==> src/design/swr_pkg.sv <==
// Package with timing constants and encodings for the supervisor watchdog reset block.
package swr_pkg;

	// ----------------------------------------------------------------
	// Clock and time base
	// ----------------------------------------------------------------
	localparam int CLK_PERIOD_NS   = 5;
	localparam int CLK_PER_US      = 1000 / CLK_PERIOD_NS;
	// One tick of the shared time base is 1 us.
	localparam int TICK_US         = 1;
	localparam int TICK_CYCLES     = TICK_US * CLK_PER_US;

	// ----------------------------------------------------------------
	// Intervals in their own units, as figures, then in ticks (power-fail limit in clock cycles)
	// ----------------------------------------------------------------
	localparam int HOLD_MS         = 250;
	localparam int HOLD_TICKS      = HOLD_MS * 1000 / TICK_US;
	localparam int PF_DETECT_US    = 175;
	localparam int PF_DETECT_CYC   = PF_DETECT_US * CLK_PER_US;
	localparam int PB_STABLE_MS    = 20;
	// Debounce is half the assert limit so that assertion lands well inside it.
	localparam int PB_DEB_TICKS    = PB_STABLE_MS * 1000 / TICK_US / 2;
	localparam int WD_SHORT_MS     = 150;
	localparam int WD_MID_MS       = 600;
	localparam int WD_LONG_MS      = 1200;
	localparam int WD_SHORT_TICKS  = WD_SHORT_MS * 1000 / TICK_US;
	localparam int WD_MID_TICKS    = WD_MID_MS * 1000 / TICK_US;
	localparam int WD_LONG_TICKS   = WD_LONG_MS * 1000 / TICK_US;

	// ----------------------------------------------------------------
	// Three-state timeout select encoding
	// ----------------------------------------------------------------
	localparam logic [1:0] TSEL_GND   = 2'h0;
	localparam logic [1:0] TSEL_FLOAT = 2'h1;
	localparam logic [1:0] TSEL_HIGH  = 2'h2;

	typedef enum logic [0:0]
	{
		SWR_RUN  = 1'b0,
		SWR_HOLD = 1'b1
	} swr_state_t;

endpackage

==> src/design/swr_top.sv <==
// Supervisor top: power-fail, pushbutton and watchdog reset generation.
`timescale 1ns/1ps

// Summary of operation
// - Power fault forces both reset outputs active.
// - After power returns, hold reset at least 250 ms before release.
// - Assert reset within 175 us of power failure.
// - Pushbutton input is active low and debounced internally.
// - Pushbutton hold interval starts once the debouncer accepts the release, PB_DEB_TK ticks after the button is released.
// - Assert reset within 20 ms of pushbutton being stably low.
// - Timeout select picks 150 ms, 600 ms or 1.2 s.
// - Watchdog starts a full period when reset goes inactive.
// - Each strobe falling edge restarts a full watchdog period.
// - Watchdog expiry drives reset active for at least 250 ms.
// - Watchdog cannot be disabled; armed whenever reset is inactive.
// - Two reset outputs, high and low active, identical timing.
// - Active-low reset is open drain: pull low or release.
module swr_top
	import swr_pkg::*;
#(
	parameter int TICK_CYC   = TICK_CYCLES,
	parameter int HOLD_TK    = HOLD_TICKS,
	parameter int PB_DEB_TK  = PB_DEB_TICKS,
	parameter int WD_SHORT   = WD_SHORT_TICKS,
	parameter int WD_MID     = WD_MID_TICKS,
	parameter int WD_LONG    = WD_LONG_TICKS
)
(
	input  wire logic       CLK_SYS,
	input  wire logic       NRST,
	input  wire logic       POWER_GOOD,
	input  wire logic       PUSHBUTTON_RESET_N,
	input  wire logic       WATCHDOG_STROBE_N,
	input  wire logic [1:0] TIMEOUT_SELECT,
	output logic            RESET,
	output logic            RESET_N_O,
	output logic            RESET_N_OE
);

	// ----------------------------------------------------------------
	// Elaboration checks
	// ----------------------------------------------------------------
	initial
	begin
		if (TICK_CYC < 1 || HOLD_TK < 1 || PB_DEB_TK < 1)
			$error("swr_top: tick, hold and debounce counts must be positive.");
		if (WD_SHORT < 1 || WD_MID < WD_SHORT || WD_LONG < WD_MID)
			$error("swr_top: watchdog periods must be positive and ordered.");
	end

	typedef struct packed
	{
		swr_state_t  state;
		logic [31:0] tick_cnt;
		logic        tick;
		logic [31:0] hold_cnt;
		logic [31:0] wd_cnt;
		logic        strobe_q;
		logic        reset;
		logic        reset_n_oe;
	} swr_top_t;

	swr_top_t st;
	swr_top_t next_st;
	logic     pb_pressed;
	logic     pf;
	logic     strobe_fall;
	logic     wd_expired;
	logic     any_req;
	logic [31:0] wd_period;

	// ----------------------------------------------------------------
	// Pushbutton debouncer on the shared time base.
	// ----------------------------------------------------------------
	swr_debounce #(
		.STABLE_TICKS (PB_DEB_TK)
	) u_debounce (
		.clk     (CLK_SYS),
		.rst_n   (NRST),
		.tick    (st.tick),
		.raw_n   (PUSHBUTTON_RESET_N),
		.pressed (pb_pressed)
	);

	// Timeout decode; an undefined code takes the longest period as the safe choice.
	always_comb
	begin
		case (TIMEOUT_SELECT)
			TSEL_GND:   wd_period = 32'(WD_SHORT);
			TSEL_FLOAT: wd_period = 32'(WD_MID);
			TSEL_HIGH:  wd_period = 32'(WD_LONG);
			default:    wd_period = 32'(WD_LONG);
		endcase
	end

	// Request terms feeding the single hold timer.
	assign pf          = !POWER_GOOD;
	assign strobe_fall = st.strobe_q && !WATCHDOG_STROBE_N;
	assign wd_expired  = (st.state == SWR_RUN) && st.tick && !strobe_fall
	                     && (st.wd_cnt <= 32'h0000_0001);
	assign any_req     = pf || pb_pressed;

	// ----------------------------------------------------------------
	// Next-state logic: time base, hold timer and watchdog.
	// ----------------------------------------------------------------
	always_comb
	begin
		next_st          = st;
		next_st.strobe_q = WATCHDOG_STROBE_N;
		// One divider for every interval in the block.
		next_st.tick     = 1'b0;
		if (st.tick_cnt >= 32'(TICK_CYC - 1))
		begin
			next_st.tick_cnt = 32'h0000_0000;
			next_st.tick     = 1'b1;
		end
		else
			next_st.tick_cnt = st.tick_cnt + 32'h0000_0001;

		case (st.state)
			SWR_RUN:
			begin
				if (any_req || wd_expired)
				begin
					// Reset drops in the cycle after the request, far inside 175 us.
					next_st.state    = SWR_HOLD;
					next_st.hold_cnt = 32'(HOLD_TK);
					next_st.wd_cnt   = 32'h0000_0000;
				end
				else if (strobe_fall)
					next_st.wd_cnt = wd_period;
				else if (st.tick)
					next_st.wd_cnt = st.wd_cnt - 32'h0000_0001;
			end
			SWR_HOLD:
			begin
				next_st.wd_cnt = 32'h0000_0000;
				if (any_req)
					next_st.hold_cnt = 32'(HOLD_TK);
				else if (st.hold_cnt <= 32'h0000_0001 && st.tick)
				begin
					next_st.state  = SWR_RUN;
					next_st.wd_cnt = wd_period;
				end
				else if (st.tick)
					next_st.hold_cnt = st.hold_cnt - 32'h0000_0001;
			end
			default:
				next_st.state = SWR_HOLD;
		endcase

		next_st.reset      = (next_st.state == SWR_HOLD);
		next_st.reset_n_oe = (next_st.state == SWR_HOLD);
	end

	// ----------------------------------------------------------------
	// State register; reset starts in hold, as at power-up.
	// ----------------------------------------------------------------
	always_ff @(posedge CLK_SYS)
	begin
		if (!NRST)
		begin
			st            <= '0;
			st.state      <= SWR_HOLD;
			st.hold_cnt   <= 32'(HOLD_TK);
			st.strobe_q   <= 1'b1;
			st.reset      <= 1'b1;
			st.reset_n_oe <= 1'b1;
		end
		else
			st <= next_st;
	end

	// Outputs straight from flops; open-drain level is always low when driven.
	assign RESET      = st.reset;
	assign RESET_N_OE = st.reset_n_oe;
	assign RESET_N_O  = 1'b0;

endmodule

==> src/design/swr_debounce.sv <==
// Debouncer for the active-low pushbutton input.
`timescale 1ns/1ps

module swr_debounce
	import swr_pkg::*;
#(
	parameter int STABLE_TICKS = PB_DEB_TICKS
)
(
	input  wire logic clk,
	input  wire logic rst_n,
	input  wire logic tick,
	input  wire logic raw_n,
	output logic      pressed
);

	initial
	begin
		if (STABLE_TICKS < 1)
			$error("swr_debounce: STABLE_TICKS must be at least one.");
	end

	typedef struct packed
	{
		logic [31:0] cnt;
		logic        pressed;
	} swr_deb_t;

	swr_deb_t st;
	swr_deb_t next_st;

	// ----------------------------------------------------------------
	// Change of level is accepted only after it held for STABLE_TICKS.
	// ----------------------------------------------------------------
	always_comb
	begin
		next_st = st;
		if ((!raw_n) == st.pressed)
			next_st.cnt = 32'h0000_0000; // Input agrees; restart the stability window.
		else if (tick)
		begin
			if (st.cnt >= 32'(STABLE_TICKS - 1))
			begin
				next_st.pressed = !raw_n;
				next_st.cnt     = 32'h0000_0000;
			end
			else
				next_st.cnt = st.cnt + 32'h0000_0001;
		end
	end

	always_ff @(posedge clk)
	begin
		if (!rst_n)
			st <= '0;
		else
			st <= next_st;
	end

	assign pressed = st.pressed;

endmodule

==> config.mk <==
export PLATFORM = sky130hd
export DESIGN_NAME = swr_top
export DESIGN_NICKNAME = d
export VERILOG_FILES = /design/src/design/swr_pkg.sv /design/src/design/swr_top.sv /design/src/design/swr_debounce.sv
export SDC_FILE = /design/constraint.sdc
export NUM_CORES = 1
export LEC_CHECK = 0
export ABC_AREA = 1
export BUFFER_PORTS_ARGS = -buffer_cell sky130_fd_sc_hd__buf_2
export CORE_UTILIZATION = 68
export CTS_CLUSTER_DIAMETER = 30
export CTS_CLUSTER_SIZE = 12
export DETAILED_ROUTE_END_ITERATION = 8
export PLACE_DENSITY_LB_ADDON = 0.08
export SYNTH_ARGS = -nofsm -noshare
export SYNTH_HDL_FRONTEND = slang
export SYNTH_HIERARCHICAL = 1
export SYNTH_SLANG_ARGS = --single-unit
==> constraint.sdc <==
create_clock -name CLK_SYS -period 4.1 [get_ports CLK_SYS]
set_clock_uncertainty 0.05 [all_clocks]
set_input_delay 0.82 -clock CLK_SYS [delete_from_list [all_inputs] [get_ports CLK_SYS]]
set_output_delay 0.82 -clock CLK_SYS [all_outputs]
set_load 0.05 [all_outputs]
==> run_results.csv <==
group,metric,value,unit
final_layout,mostFrequentLayoutCells,"nand2_1 (207), nor2_1 (200), dfxtp_1 (132)",
clock_tree,cts_tree,"done",
yosys,synth-seq-cells,132,
setup_path,path_depth,8,
global_routing,antenna_found_initial,0,
detailed_routing,wl,15100,um
die,initial_utilization,71.5,%
sta,setup_violations,0,
clock_tree,cts_resized,0,
global_routing,grt_first_pass_wirelength,25500,um
clock_tree,cts_hold_buf,0,
detailed_routing,wl_per_cell,12.8,um
clock_tree,worst_skew_pair.late_latency,0.53,ns
placement,io_buffer_count,8,
global_routing,grt_use_total,31.6,%
setup_path,ff2ff_setup_slack,1.44,ns
yosys,post-synth-top-area-fraction,39.2,%
setup_path,cp-end-kind,"register",
power_and_ir_drop,leakagePower,3.47,nW
die,coreArea,9420,sq um
flow_run,max_cap_violations,0,
global_routing,grt_pass1_vias,5733,
yosys,synth_area_leaders,"dfxtp_1 (39%), nand2_1 (12%), nor2_1 (11%)",
detailed_routing,firstDrtPassIters,5,
setup_path,path_class,"reg2reg",
setup_path,startpoint_type,"register",
final_layout,drive_above_1_share,7.31,%
placement,dp_hpwl,9740,um
sta,fin_crit,2.66,ns
detailed_routing,post-route-drc-count,0,
die,dieArea,10300,sq um
final_layout,num_antenna_cells,0,
clock_tree,cts_setup_buffers,0,
setup_path,reg2reg_depth,8,
setup_path,timing.critical_path.buf_inv,3,
die,core.rowCount,35,
clock_tree,cts_sinks,132,
yosys,avgSynthCellArea,6.66,sq um
sta,rsz0062_at_grt,"no",
sta,drv_slew,0,
setup_path,crit_arrival,3.02,ns
yosys,ys_warn_count,6,
sta,worst_pin_slew,0.570,ns
yosys,synth_cell_types,38,
power_and_ir_drop,irDropWorstVdd,0.573,mV
final_layout,nFillCells,688,
clock_tree,clkTransAtPathRegs,0.07,ns
yosys,synth_seq_area_share,39.2,%
yosys,syn_area,6740,sq um
final_layout,finalNonFillerCells,1182,
yosys,syn-instance-count,1012,
setup_path,path_cells,"inv_1 > nor2_4 > inv_2 > nor2_1 > inv_1 > nand3_4 > o21ai_0 > nor2_1",
setup_path,rr_startpoint,"RESET_N_OE",
clock_tree,cts_made_buffers,17,
sta,hold_violations,0,
clock_tree,clock_tree.buffer_depth,2,
placement,dp.cells,1150,
die,die_y,102,um
clock_tree,htree_levels,4,
setup_path,timing.rr.end,"st[38]",
hold_path,hold_path.class,"reg2reg",
global_routing,overflow,0,
yosys,yosys.area.top_type,"dfxtp_1",
outcome,outcome,"complete, no violations",
detailed_routing,via_count,6380,
setup_path,slowest_delay,0.48,ns
hold_path,whs_endpoint,"u_debounce/st[32]",
final_layout,layout_commonest_cell,"nand2_1",
hold_path,min_path_cells,2,
detailed_routing,vias_per_cell,5.40,
setup_path,crit_family,"buffers and inverters",
final_layout,syn_to_final_growth,11.0,%
setup_path,cp_max_fo,51,
placement,place_congestion,0.883,
detailed_routing,drt_iter0_drc,390,
setup_path,worstPathRequired,4.46,ns
final_layout,num-nets-final,1053,
clock_tree,cts-root-buf,"clkbuf_8",
die,ios,10,
sta,final.setup.tns,0,ns
sta,fin_crit_sh,64.9,%
die,die_w,102,um
sta,clock.fmax,376,MHz
global_routing,grt_max_degree,52,
power_and_ir_drop,power_density,403,nW/um^2
sta,slew_headroom,62.0,%
setup_path,cpMaxStageDelayCell,"nand3_4",
detailed_routing,ant_nets,0,
hold_path,min-delay-start,"u_debounce/st[32]",
==> layer usage <==
metal | global-route usage (%) | routed length [um] | up-vias
li1 | - | - | 3255
met1 | 40.1 | 6740 | 2873
met2 | 51.9 | 7100 | 222
met3 | 8.07 | 980 | 30
met4 | 11.6 | 280 | 0
met5 | 0 | 0 | -
==> power by group <==
part | switching (W) | internal (W)
combinational | 0.000130 | 0.0000525
clock | 0.000611 | 0.000883
sequential | 0.0000218 | 0.00131
total | 0.000763 | 0.00225
==> cells in the mapped netlist (all sizes together) <==
cell type	count
nand2	214
nor2	213
dfxtp	132
inv	128
nand3	67
o21ai	54
a21oi	45
nor3	44
nand4	29
xor2	17
buf	16
clkbuf	11
xnor2	9
nor4	7
or2	7
ha	6
nand3b	3
nor3b	3
o211ai	2
a41oi	1
and2	1
clkinv	1
conb	1
mux2i	1
==> tightest hold or removal path, cell delays in order (launching register included) <==
cell and delay, ns:
dfxtp_1 0.30, inv_1 0.06, nor3_1 0.04
==> flip-flops by register name (all words and copies together) (netlist names) <==
signal / cells
u_debounce/st: 32
u_debounce/pressed: 1
st: 98
RESET_N_OE: 1
==> per-stage QoR <==
| step | instance area (sq um) | setup WS, ns | power [W] | hold WS [ns] | util, % |
|---|---|---|---|---|---|
| finish | 7470 | 1.44 | 0.00301 | 0.391 | 79.4 |
| global route | 7470 | 1.23 | 0.00312 | 0.414 | 79.4 |
| CTS | 7470 | 1.51 | 0.00303 | 0.394 | 79.4 |
| detailed placement | 6890 | 1.25 | 0.00154 | 0.386 | 73.2 |
| global placement | 6890 | 1.38 | 0.00153 | 0.379 | 73.2 |
| floorplan | 6830 | 2.03 | 0.00150 | 0.368 | - |
==> worst max path at each step <==
stage / to / slack (ns) / start
6_report: st[38] / 1.44 / RESET_N_OE
5_1_grt: st[38] / 1.23 / RESET_N_OE
4_1_cts: st[38] / 1.51 / RESET_N_OE
3_5_place_dp: st[43] / 1.25 / POWER_GOOD
3_3_place_gp: st[37] / 1.38 / POWER_GOOD
2_1_floorplan: st[38] / 2.03 / WATCHDOG_STROBE_N
==> cell families after synthesis <==
kind of cell / after synthesis / synth area share (%)
compound gates: 102 / 7.76
xor+xnor: 26 / 3.38
fa+ha+maj: 6 / 1.11
buf+inv: 156 / 9.66
flops: 132 / 39.2
mux: 1 / 0.149
other cells: 1 / 0.0557
simple gates: 588 / 38.7
==> layout make-up <==
cell class,instances,area (sq um),share of cell area [%]
multi-input cells,748,3530,47.3
flip-flops and latches,132,2640,35.4
inverters,129,484,6.48
clock buffers,18,418,5.59
clock inverters,14,165,2.21
well taps,129,161,2.16
repair buffers,12,70.1,0.937
(Power assumes the default switching activity.)
